**src/verilog/otct_pkg.sv**
```systemverilog
// Purpose: constants for the oscillator trim capture timer
// Assumes: AXI4-Lite register access, 32-bit data
// Notes: offsets are byte addresses
package otct_pkg;
  // ************************
  // register map
  // ************************
  localparam logic [7:0] OTCT_ADDR_CAP5 = 8'h00;
  localparam logic [7:0] OTCT_ADDR_CAP1 = 8'h04;
  localparam logic [7:0] OTCT_ADDR_START = 8'h08;
  localparam logic [7:0] OTCT_ADDR_STOP = 8'h0C;
  localparam logic [7:0] OTCT_ADDR_TRIM = 8'h10;
  localparam logic [7:0] OTCT_ADDR_STATUS = 8'h14;
  // ************************
  // fields
  // ************************
  localparam int OTCT_BIT_CH5 = 5;
  localparam int OTCT_BIT_CH1 = 1;
  localparam int OTCT_TRIM_W = 6;
  localparam logic [5:0] OTCT_TRIM_RESET = 6'h20;
  localparam logic [5:0] OTCT_TRIM_MIN = 6'h00;
  localparam logic [5:0] OTCT_TRIM_MAX = 6'h3F;
  localparam logic [1:0] OTCT_RESP_OKAY = 2'h0;
  localparam logic [1:0] OTCT_RESP_SLVERR = 2'h2;
  localparam logic [15:0] OTCT_CNT_ONE = 16'h0001;
  localparam logic [15:0] OTCT_CNT_ZERO = 16'h0000;
  localparam logic [15:0] OTCT_CNT_MAX = 16'hFFFF;
endpackage

```
**src/verilog/otct_top.sv**
```systemverilog
// How it works
// - ch5 captures subclock period count minus one into 16-bit register
// - ch1 captures timer input low width count minus one into 16-bit register
// - writing one to ch5 start bit sets ch5 enable and starts counting
// - writing one to ch1 start bit sets ch1 enable and starts counting
// - writing one to ch5 stop bit halts ch5 counting
// - writing one to ch1 stop bit halts ch1 counting
// - trim register is 8 bits, field 5..0, bits 7..6 read zero
// - trim zero is slowest oscillator, all ones fastest, monotonic
//
// Purpose: two capture channels and oscillator trim behind AXI4-Lite
// Assumes: subclock and timer input are asynchronous pins
// Notes: unmapped addresses answer SLVERR and read zero
//
// Our own choices: the AXI4-Lite register port and the register offsets.
`timescale 1ns/1ps
module otct_top
  import otct_pkg::*;
(
  // clock, reset, enable
  input wire logic clk_sys,
  input wire logic resetn,
  input wire logic clk_en,
  // reference pins
  input wire logic subclock_in,
  input wire logic channel1_timer_input_pin,
  // oscillator trim and channel enable status
  output logic [5:0] oscillator_trim_code,
  output logic [1:0] ch_enable_status,
  // axi4-lite write address
  input wire logic [7:0] s_axi_awaddr,
  input wire logic s_axi_awvalid,
  output logic s_axi_awready,
  // axi4-lite write data
  input wire logic [31:0] s_axi_wdata,
  input wire logic [3:0] s_axi_wstrb,
  input wire logic s_axi_wvalid,
  output logic s_axi_wready,
  // axi4-lite write response
  output logic [1:0] s_axi_bresp,
  output logic s_axi_bvalid,
  input wire logic s_axi_bready,
  // axi4-lite read address
  input wire logic [7:0] s_axi_araddr,
  input wire logic s_axi_arvalid,
  output logic s_axi_arready,
  // axi4-lite read data
  output logic [31:0] s_axi_rdata,
  output logic [1:0] s_axi_rresp,
  output logic s_axi_rvalid,
  input wire logic s_axi_rready
);
  // ************************
  // pin synchronisers
  // ************************
  // both pins come from outside this clock's domain
  logic sub_rise;
  logic ti_rise;
  logic ti_fall;
  otct_pin_sync #(
    .IDLE(1'b0)
  ) otct_pin_sync_sub_i (
    .clk_sys(clk_sys),
    .resetn(resetn),
    .clk_en(clk_en),
    .pin(subclock_in),
    .rise(sub_rise),
    .fall()
  );
  // the timer input idles high
  otct_pin_sync #(
    .IDLE(1'b1)
  ) otct_pin_sync_ti_i (
    .clk_sys(clk_sys),
    .resetn(resetn),
    .clk_en(clk_en),
    .pin(channel1_timer_input_pin),
    .rise(ti_rise),
    .fall(ti_fall)
  );

  // ************************
  // bus write path
  // ************************
  logic aw_held;
  logic w_held;
  logic b_pend;
  logic [7:0] aw_addr;
  logic [31:0] w_data;
  logic [3:0] w_strb;
  // readies and valids drop while frozen, so no beat is taken or lost then
  assign s_axi_awready = clk_en && !aw_held && !b_pend;
  assign s_axi_wready = clk_en && !w_held && !b_pend;
  assign s_axi_bvalid = clk_en && b_pend;
  wire aw_fire = s_axi_awvalid && s_axi_awready;
  wire w_fire = s_axi_wvalid && s_axi_wready;
  wire have_aw = aw_held || aw_fire;
  wire have_w = w_held || w_fire;
  wire [7:0] wr_addr = aw_held ? aw_addr : s_axi_awaddr;
  wire [31:0] wr_data = w_held ? w_data : s_axi_wdata;
  wire [3:0] wr_strb = w_held ? w_strb : s_axi_wstrb;
  wire wr_go = have_aw && have_w && !b_pend;
  wire wr_map = (wr_addr == OTCT_ADDR_START) || (wr_addr == OTCT_ADDR_STOP)
    || (wr_addr == OTCT_ADDR_TRIM);
  // triggers are write-one pulses, zero bits do nothing; only low byte carries them
  wire start_wr = wr_go && (wr_addr == OTCT_ADDR_START) && wr_strb[0];
  wire stop_wr = wr_go && (wr_addr == OTCT_ADDR_STOP) && wr_strb[0];
  wire start5 = start_wr && wr_data[OTCT_BIT_CH5];
  wire start1 = start_wr && wr_data[OTCT_BIT_CH1];
  wire stop5 = stop_wr && wr_data[OTCT_BIT_CH5];
  wire stop1 = stop_wr && wr_data[OTCT_BIT_CH1];
  wire trim_wr = wr_go && (wr_addr == OTCT_ADDR_TRIM) && wr_strb[0];

  always_ff @(posedge clk_sys or negedge resetn) begin
    if (!resetn) begin
      aw_held <= 1'b0;
      w_held <= 1'b0;
      aw_addr <= 8'h00;
      w_data <= 32'h0000_0000;
      w_strb <= 4'h0;
      b_pend <= 1'b0;
      s_axi_bresp <= OTCT_RESP_OKAY;
    end else if (clk_en) begin
      if (aw_fire && !wr_go) begin
        aw_held <= 1'b1;
        aw_addr <= s_axi_awaddr;
      end
      if (w_fire && !wr_go) begin
        w_held <= 1'b1;
        w_data <= s_axi_wdata;
        w_strb <= s_axi_wstrb;
      end
      if (wr_go) begin
        aw_held <= 1'b0;
        w_held <= 1'b0;
        b_pend <= 1'b1;
        s_axi_bresp <= wr_map ? OTCT_RESP_OKAY : OTCT_RESP_SLVERR;
      end else if (s_axi_bready) begin
        b_pend <= 1'b0;
      end
    end
  end

  // ************************
  // trim register
  // ************************
  // code drives the oscillator: zero slowest, all ones fastest
  always_ff @(posedge clk_sys or negedge resetn) begin
    if (!resetn) begin
      oscillator_trim_code <= OTCT_TRIM_RESET;
    end else if (clk_en && trim_wr) begin
      oscillator_trim_code <= wr_data[OTCT_TRIM_W-1:0];
    end
  end

  // ************************
  // channel 5: subclock interval
  // ************************
  logic en5;
  logic armed5;
  logic [15:0] cnt5;
  logic [15:0] subclock_interval_capture;
  always_ff @(posedge clk_sys or negedge resetn) begin
    if (!resetn) begin
      en5 <= 1'b0;
      armed5 <= 1'b0;
      cnt5 <= OTCT_CNT_ZERO;
      subclock_interval_capture <= OTCT_CNT_ZERO;
    end else if (clk_en) begin
      if (start5) begin
        en5 <= 1'b1;
        armed5 <= 1'b0;
        cnt5 <= OTCT_CNT_ZERO;
      end else if (stop5) begin
        en5 <= 1'b0;
      end else if (en5) begin
        if (sub_rise) begin
          // first edge only arms; later edges capture count minus one
          if (armed5) begin
            subclock_interval_capture <= cnt5 - OTCT_CNT_ONE;
          end
          armed5 <= 1'b1;
          cnt5 <= OTCT_CNT_ONE;
        end else if (cnt5 != OTCT_CNT_MAX) begin
          cnt5 <= cnt5 + OTCT_CNT_ONE;
        end
      end
    end
  end

  // ************************
  // channel 1: input low width
  // ************************
  logic en1;
  logic low1;
  logic [15:0] cnt1;
  logic [15:0] input_low_width_capture;
  always_ff @(posedge clk_sys or negedge resetn) begin
    if (!resetn) begin
      en1 <= 1'b0;
      low1 <= 1'b0;
      cnt1 <= OTCT_CNT_ZERO;
      input_low_width_capture <= OTCT_CNT_ZERO;
    end else if (clk_en) begin
      if (start1) begin
        en1 <= 1'b1;
        low1 <= 1'b0;
        cnt1 <= OTCT_CNT_ZERO;
      end else if (stop1) begin
        en1 <= 1'b0;
        low1 <= 1'b0;
      end else if (en1) begin
        if (ti_fall) begin
          low1 <= 1'b1;
          cnt1 <= OTCT_CNT_ONE;
        end else if (ti_rise && low1) begin
          // saturating counter: an over-long pulse reads as FFFE, one below full scale
          input_low_width_capture <= cnt1 - OTCT_CNT_ONE;
          low1 <= 1'b0;
        end else if (low1 && cnt1 != OTCT_CNT_MAX) begin
          cnt1 <= cnt1 + OTCT_CNT_ONE;
        end
      end
    end
  end
  assign ch_enable_status = {en5, en1};

  // ************************
  // bus read path
  // ************************
  wire rd_cap5 = (s_axi_araddr == OTCT_ADDR_CAP5);
  wire rd_cap1 = (s_axi_araddr == OTCT_ADDR_CAP1);
  wire rd_trim = (s_axi_araddr == OTCT_ADDR_TRIM);
  wire rd_stat = (s_axi_araddr == OTCT_ADDR_STATUS);
  // trigger registers are write-only and read as zero
  wire rd_wo = (s_axi_araddr == OTCT_ADDR_START) || (s_axi_araddr == OTCT_ADDR_STOP);
  wire rd_map = rd_cap5 || rd_cap1 || rd_trim || rd_stat || rd_wo;
  wire [31:0] stat_word = (32'(en5) << OTCT_BIT_CH5) | (32'(en1) << OTCT_BIT_CH1);
  wire [31:0] rd_mux = rd_cap5 ? {16'h0000, subclock_interval_capture}
    : rd_cap1 ? {16'h0000, input_low_width_capture}
    : rd_trim ? {26'h0, oscillator_trim_code}
    : rd_stat ? stat_word
    : 32'h0000_0000;
  logic r_pend;
  assign s_axi_arready = clk_en && !r_pend;
  assign s_axi_rvalid = clk_en && r_pend;
  wire ar_fire = s_axi_arvalid && s_axi_arready;
  always_ff @(posedge clk_sys or negedge resetn) begin
    if (!resetn) begin
      r_pend <= 1'b0;
      s_axi_rdata <= 32'h0000_0000;
      s_axi_rresp <= OTCT_RESP_OKAY;
    end else if (clk_en) begin
      if (ar_fire) begin
        r_pend <= 1'b1;
        s_axi_rdata <= rd_mux;
        s_axi_rresp <= rd_map ? OTCT_RESP_OKAY : OTCT_RESP_SLVERR;
      end else if (s_axi_rready) begin
        r_pend <= 1'b0;
      end
    end
  end
endmodule // otct_top

// ************************
// pin synchroniser
// ************************
// three stages; a change counts once stages two and three agree
module otct_pin_sync
  import otct_pkg::*;
#(
  // level the pin rests at
  parameter logic IDLE = 1'b0
) (
  // clock, reset, enable
  input wire logic clk_sys,
  input wire logic resetn,
  input wire logic clk_en,
  // raw pin
  input wire logic pin,
  // one-cycle edge strobes
  output logic rise,
  output logic fall
);
  logic [2:0] stage;
  logic level;
  // only stage two reads stage one, which may still be settling
  wire agree = (stage[1] == stage[2]);
  always_ff @(posedge clk_sys or negedge resetn) begin
    if (!resetn) begin
      stage <= {3{IDLE}};
      level <= IDLE;
    end else if (clk_en) begin
      stage <= {stage[1:0], pin};
      if (agree) begin
        level <= stage[2];
      end
    end
  end
  // level starts at the idle value, so leaving reset gives no false edge
  assign rise = agree && stage[2] && !level;
  assign fall = agree && !stage[2] && level;
endmodule // otct_pin_sync

```
**config.mk**
```make
export PLATFORM = sky130hd
export DESIGN_NAME = otct_top
export DESIGN_NICKNAME = d
export VERILOG_FILES = /design/src/verilog/otct_pkg.sv /design/src/verilog/otct_top.sv
export SDC_FILE = /design/constraint.sdc
export NUM_CORES = 1
export LEC_CHECK = 0
export CORE_MARGIN = 3
export CORE_UTILIZATION = 50
export DETAILED_ROUTE_END_ITERATION = 7
export DONT_BUFFER_PORTS = 1
export GPL_ROUTABILITY_DRIVEN = 0
export GPL_TIMING_DRIVEN = 1
export PLACE_DENSITY = 0.66
export SYNTH_ARGS = -nofsm -noshare
export SYNTH_HDL_FRONTEND = slang
export SYNTH_HIERARCHICAL = 1
export SYNTH_SLANG_ARGS = --single-unit
```
**constraint.sdc**
```tcl
create_clock -name clk_sys -period 4.16 [get_ports clk_sys]
set_clock_uncertainty 0.2 [all_clocks]
set_input_delay 0.832 -clock clk_sys [delete_from_list [all_inputs] [get_ports clk_sys]]
set_output_delay 0.832 -clock clk_sys [all_outputs]
set_load 0.005 [all_outputs]
```
Word-level counts from Yosys, hierarchy flattened --
Cells that the tools add are included. Widths: inputs -> output; s select.
Operators by class: add/subtract/negate cells 4, equality and inequality tests 15, multiplexer cells 41, bitwise gates (word level) 6, reduce and logical (&&, ||, !) cells 82
Operator list (number):
- $mux 16 | 13
- $logic_and 1x1->1 | 33
- $add 16x1->16 const B | 2
- $eq 8x4->1 const B | 4
- $ne 16x16->1 const B | 2
- $sub 16x1->16 const B | 2
- $eq 8x5->1 const B | 3
- $reduce_and 2->1 | 12
- $mux 1 | 22
- $mux 6 | 3
- $reduce_bool 2->1 | 9
- $reduce_and 6->1 | 2
- $logic_or 1x1->1 | 9
- $reduce_bool 3->1 | 3
- $eq 8x3->1 const B | 1
- $logic_not 1->1 | 8
- $logic_not 8->1 | 1
- $mux 8 | 1
- $reduce_and 4->1 | 2
- $or 6x2->6 | 1
- $not 1->1 | 5
- $reduce_and 5->1 | 1
- $mux 2 | 2
- $ne 2x2->1 const B | 2
- other kinds (4) | 5
Word-level totals: bits in registers 137, input bits 62, output and inout port bits 49, word-level logic and storage cells 171

Longest topological paths before layout --
word-level depth 12, depth in mapped cells 10, mapped depth without buffers 7

Hierarchy --
The synthesis kept the hierarchy.
By module, submodules not included:
- otct_top | instances 1, cells each 631, area an instance 6064.6 µm², sequential area each 2778.9 µm²
- otct_pin_sync at otct_pin_sync_ti_i | instances 1, cells each 17, area an instance 207.7 µm², sequential area each 105.1 µm²
- otct_pin_sync at otct_pin_sync_sub_i | instances 1, cells each 17, area an instance 202.7 µm², sequential area each 100.1 µm²

Least setup slack after synthesis --
OpenSTA, ideal clock, no wires.
kind in2reg, start input port s_axi_awaddr[4], end register subclock_interval_capture[1], setup time 0.128 ns, arrival 2.474 ns, required time 3.832 ns, setup slack 1.358 ns, stages on the path 6, buffers on the path 1, path through or3b_1 > a22o_1 > o311a_1 > and3_4 > buf_2 > mux2_1
On the way: word-level cells in the longest chain between the ends 7, elaborated cells on any way between the ends 12, those cells by class eq/ne (2); mux (1); bitwise (2); reduce/logical (7)
Ends and longest elaborated chain:
- from (decl) | line otct_top.sv:31 | input wire logic [7:0] s_axi_awaddr,
- $mux 8 (*) | line otct_top.sv:99 | wire [7:0] wr_addr = aw_held ? aw_addr : s_axi_awaddr;
- $eq 8x4->1, on equally long branches | line otct_top.sv:107, otct_top.sv:106
- $logic_and 1x1->1, on equally long branches (2 in series) | line otct_top.sv:107, otct_top.sv:106
- $logic_and 1x1->1, on equally long branches | line otct_top.sv:110, otct_top.sv:108
- $not 1->1 (no source line)
- $reduce_and 6->1 (no source line) (*)
- to (signal assigned) | line otct_top.sv:180 | subclock_interval_capture <= cnt5 - OTCT_CNT_ONE;
- to (decl) | line otct_top.sv:162 | logic [15:0] subclock_interval_capture;
Every way passes the cells marked *; elsewhere a longest branch is shown, timed or not. A chain may end at the register's enable or synchronous reset.

Final worst setup path --
start register aw_held, end register cnt5[4]
On the way: word-level cells in the longest chain between the ends 12, elaborated cells on any way between the ends 21, those cells by class eq/ne (3); mux (2); reduce/logical (16)
Ends and longest elaborated chain:
- from (decl) | line otct_top.sv:85 | logic aw_held;
- from (signal assigned) | line otct_top.sv:116 | aw_held <= 1'b0;
- from (signal assigned) | line otct_top.sv:125 | aw_held <= 1'b1;
- from (signal assigned) | line otct_top.sv:134 | aw_held <= 1'b0;
- $logic_not 1->1 | line otct_top.sv:92 | assign s_axi_awready = clk_en && !aw_held && !b_pend;
- $logic_and 1x1->1 (2 in series) | line otct_top.sv:92
- $logic_and 1x1->1 | line otct_top.sv:95 | wire aw_fire = s_axi_awvalid && s_axi_awready;
- $logic_or 1x1->1 | line otct_top.sv:97 | wire have_aw = aw_held || aw_fire;
- $logic_and 1x1->1 (2 in series) | line otct_top.sv:102 | wire wr_go = have_aw && have_w && !b_pend;
- $logic_and 1x1->1, on equally long branches (2 in series) | line otct_top.sv:106, otct_top.sv:107
- $logic_and 1x1->1, on equally long branches | line otct_top.sv:108, otct_top.sv:110
- $ne 2x2->1 (no source line) (tied with other cells)
- $reduce_and 4->1 (no source line)
- to (signal assigned) | line otct_top.sv:185 | cnt5 <= cnt5 + OTCT_CNT_ONE;
- to (decl) | line otct_top.sv:161 | logic [15:0] cnt5;
Several ways; a longest one is shown, not always the timed one.

==> impl_metrics.xml <==
<?xml version="1.0" encoding="UTF-8"?>
<metrics>
  <group name="detailed_routing">
    <metric name="wl_per_cell" unit="um">17.1</metric>
    <metric name="post-route-drc-count" unit="">0</metric>
    <metric name="ant_nets" unit="">0</metric>
    <metric name="route.detailed.vias_per_inst" unit="">5.73</metric>
    <metric name="detailedRoute.firstIterationViolations" unit="">341</metric>
    <metric name="totalWireLength" unit="mm">14.1</metric>
    <metric name="detailedRoute.firstPassIterationCount" unit="">5</metric>
    <metric name="via_count" unit="">4736</metric>
  </group>
  <group name="status">
    <metric name="run_status" unit="">finished, final reports clean</metric>
  </group>
  <group name="layout">
    <metric name="layout.nets" unit="">715</metric>
    <metric name="post_layout_nonfiller_instances" unit="">826</metric>
    <metric name="areaGrowthSynthToFinish" unit="%">7.78</metric>
    <metric name="final_util" unit="%">56.6</metric>
    <metric name="number_of_inserted_diodes" unit="">0</metric>
    <metric name="final_cell_area" unit="mm^2">0.00697</metric>
    <metric name="post_route_cells_drive_above_1_share" unit="%">14.7</metric>
  </group>
  <group name="setup_path">
    <metric name="critical_path.max_fanout" unit="">18</metric>
    <metric name="timing.critical_path.arrival" unit="ns">3.09</metric>
    <metric name="cpMaxStageDelayCell" unit="">sky130_fd_sc_hd__a22oi_4</metric>
    <metric name="crit_chain" unit="">or3b_1 &gt; a22o_1 &gt; o311a_1 &gt; a22oi_4 &gt; o21ai_0 &gt; o31ai_1</metric>
    <metric name="worstSetupStartpoint" unit="">aw_held</metric>
    <metric name="worstSetupStartpointType" unit="">flip-flop</metric>
    <metric name="critPathCaptureType" unit="">flip-flop</metric>
    <metric name="regToRegStartpoint" unit="">aw_held</metric>
    <metric name="cp.required" unit="ns">4.28</metric>
    <metric name="rrSetupSlack" unit="ns">1.18</metric>
    <metric name="critPathTopFamily" unit="">compound AO/OA/AOI/OAI gates</metric>
    <metric name="cp_slowest_stage_delay" unit="ns">0.57</metric>
    <metric name="timing.critical_path.buf_inv" unit="">0</metric>
    <metric name="worst-setup-path-type" unit="">reg2reg</metric>
  </group>
  <group name="pwr">
    <metric name="power.switching_fraction" unit="%">27.0</metric>
    <metric name="total_power_per_unit_cell_area" unit="mW/mm^2">457</metric>
    <metric name="intPower" unit="mW">2.33</metric>
    <metric name="ir_worst_vdd" unit="mV">0.414</metric>
    <metric name="power_switching" unit="uW">859</metric>
    <metric name="power.static_leakage" unit="nW">3.09</metric>
    <metric name="clockPowerShare" unit="%">41.3</metric>
    <metric name="power.sequential.fraction" unit="%">44.1</metric>
    <metric name="power.combinational.fraction" unit="%">14.5</metric>
  </group>
  <group name="clock_tree">
    <metric name="clock_sinks" unit="">119</metric>
    <metric name="clockBufferDepth" unit="">2</metric>
    <metric name="tritoncts" unit="">built</metric>
    <metric name="cts-root-buf" unit="">sky130_fd_sc_hd__clkbuf_16</metric>
    <metric name="clk_pin_slew_worst_paths" unit="ns">0.05</metric>
    <metric name="worst_skew_pair_latency" unit="ns">0.41</metric>
    <metric name="ctsResizeCount" unit="">0</metric>
    <metric name="cts_post_setup_buffers_inserted" unit="">0</metric>
    <metric name="clock_h_tree_levels" unit="">4</metric>
    <metric name="cts_buffers" unit="">17</metric>
    <metric name="ctsHoldBuffers" unit="">1</metric>
  </group>
  <group name="synthesis">
    <metric name="syn_area" unit="mm^2">0.00647</metric>
    <metric name="syn_inst" unit="">664</metric>
    <metric name="ys_warn_count" unit="">6</metric>
    <metric name="average_cell_area_after_synthesis" unit="um^2">9.74</metric>
  </group>
  <group name="floorplan">
    <metric name="vertical_extent_of_the_die" unit="um">120</metric>
    <metric name="placeableCoreArea" unit="mm^2">0.0123</metric>
    <metric name="num_io_pins" unit="">111</metric>
    <metric name="die_area" unit="mm^2">0.0143</metric>
    <metric name="initial_utilization" unit="%">52.5</metric>
    <metric name="placement_rows" unit="">40</metric>
    <metric name="die-width" unit="um">120</metric>
  </group>
  <group name="sta">
    <metric name="max_clock_freq" unit="GHz">0.336</metric>
    <metric name="layout_worst_path_cycle_share" unit="%">71.6</metric>
    <metric name="finalSetupViolCount" unit="">0</metric>
    <metric name="finalHoldViolations" unit="">0</metric>
    <metric name="slew_violations" unit="">0</metric>
    <metric name="setup_tns" unit="ns">0</metric>
    <metric name="tightest_slew" unit="ns">1.25</metric>
    <metric name="grt_setup_unrepaired" unit="">no</metric>
    <metric name="slew_headroom" unit="%">15.5</metric>
    <metric name="finalWorstPathRequiredPeriod" unit="ns">2.98</metric>
    <metric name="final.setup.worst_slack" unit="ns">1.18</metric>
  </group>
  <group name="global_route">
    <metric name="grt_antenna_before_repair" unit="">0</metric>
    <metric name="pin_count_of_the_biggest_net_entering_global_routing" unit="">115</metric>
    <metric name="grt-ovfl-total" unit="">0</metric>
    <metric name="grt_pass1_wl" unit="mm">23.9</metric>
    <metric name="grt_usage" unit="%">20.8</metric>
    <metric name="first_global_vias" unit="">4782</metric>
  </group>
  <group name="placement">
    <metric name="dpl.hpwl" unit="mm">9.64</metric>
    <metric name="setup_ws_pre_cts" unit="ns">0.967</metric>
    <metric name="placed_cells" unit="">793</metric>
    <metric name="placement.io_buffers" unit="">0</metric>
    <metric name="placed_cell_area" unit="mm^2">0.00641</metric>
  </group>
  <group name="min_path">
    <metric name="hold_path.class" unit="">in2async</metric>
  </group>
  <group name="run">
    <metric name="cap_violations" unit="">0</metric>
  </group>
</metrics>
## sequential cells by signal (all words and copies together), names as in the netlist, 3 cells and up
name,count
cnt1,16
input_low_width_capture,16
otct_pin_sync_ti_i/stage,3
cnt5,16
oscillator_trim_code,6
otct_pin_sync_sub_i/stage,3
aw_addr,8
w_data,6
s_axi_rdata,16
subclock_interval_capture,16
## metal layers
layer	vias up	global-route usage (%)	share of wire (%)
met1	2284	27.5	45
met3	21	7.92	8.3
li1	2287	-	-
met4	0	6.30	1.5
met2	144	31.8	45
met5	-	0	0
## worst paths after layout
path | to | depth (start not counted)
min in group clk_sys | otct_pin_sync_ti_i/stage[1] | 1
worst min register to register | otct_pin_sync_ti_i/stage[1] | 2
worst max-delay path | cnt5[4] | 6
max in group asynchronous | aw_addr[1] | 1
worst min-delay path | oscillator_trim_code[5] | 0
worst max register to register | cnt5[4] | 6
## cells in the final DEF, fill, tap and decap left out, types with 5 or more instances in the layout
cell and instances:
sky130_fd_sc_hd__dfrtp_1 114, sky130_fd_sc_hd__nand2_1 70, sky130_fd_sc_hd__nor2_1 52, sky130_fd_sc_hd__o21ai_0 40
sky130_fd_sc_hd__a21oi_1 31, sky130_fd_sc_hd__mux2_2 31, sky130_fd_sc_hd__nand3_1 25, sky130_fd_sc_hd__nor3_1 21
sky130_fd_sc_hd__xnor2_1 19, sky130_fd_sc_hd__conb_1 18, sky130_fd_sc_hd__clkbuf_16 17, sky130_fd_sc_hd__inv_1 15
sky130_fd_sc_hd__o31ai_1 15, sky130_fd_sc_hd__o21ai_1 14, sky130_fd_sc_hd__and3_1 12, sky130_fd_sc_hd__a22oi_1 11
sky130_fd_sc_hd__nand4_1 9, sky130_fd_sc_hd__nor2b_1 8, sky130_fd_sc_hd__nor4_1 8, sky130_fd_sc_hd__ha_1 8
sky130_fd_sc_hd__xor2_1 7, sky130_fd_sc_hd__clkbuf_1 7, sky130_fd_sc_hd__or2_2 6, sky130_fd_sc_hd__mux2i_1 6
sky130_fd_sc_hd__a21o_1 5, sky130_fd_sc_hd__o21ai_2 5, sky130_fd_sc_hd__a211o_1 5, sky130_fd_sc_hd__dfstp_2 5
## power by group through the flow
stage          clock network [mW]  registers (mW)  logic, mW
5_1_grt                      1.39            1.42      0.517
4_1_cts                      1.34            1.40      0.466
3_5_place_dp                    0            1.42      0.438
6_report                     1.32            1.41      0.463
3_3_place_gp                    0            1.41      0.423
2_1_floorplan                   0            1.36      0.432
## cell type report
| type | instances | area [um^2] |
|---|---|---|
| fillers | 1083 | 5340 |
| multi-input cells | 488 | 3150 |
| flip-flops and latches | 119 | 2980 |
| clock buffers | 28 | 507 |
| well taps | 168 | 210 |
| inverters | 16 | 60.1 |
| repair buffers | 3 | 42.5 |
| clock inverters | 4 | 22.5 |
## worst reg2reg max path: stages, from the launching register on
cell	delay (ns)
sky130_fd_sc_hd__dfrtp_1	0.51
sky130_fd_sc_hd__or3b_1	0.49
sky130_fd_sc_hd__a22o_1	0.33
sky130_fd_sc_hd__o311a_1	0.50
sky130_fd_sc_hd__a22oi_4	0.57
sky130_fd_sc_hd__o21ai_0	0.18
sky130_fd_sc_hd__o31ai_1	0.09
## stage by stage
| step | power, mW | hold slack [ns] |
|---|---|---|
| after floorplan | 1.80 | 0.245 |
| after global placement | 1.84 | 0.258 |
| after detailed placement | 1.86 | 0.277 |
| after CTS | 3.21 | 0.0431 |
| after global routing | 3.33 | 0.0416 |
| final | 3.18 | 0.0615 |
No activity file was read; power rests on OpenSTA's default activity.
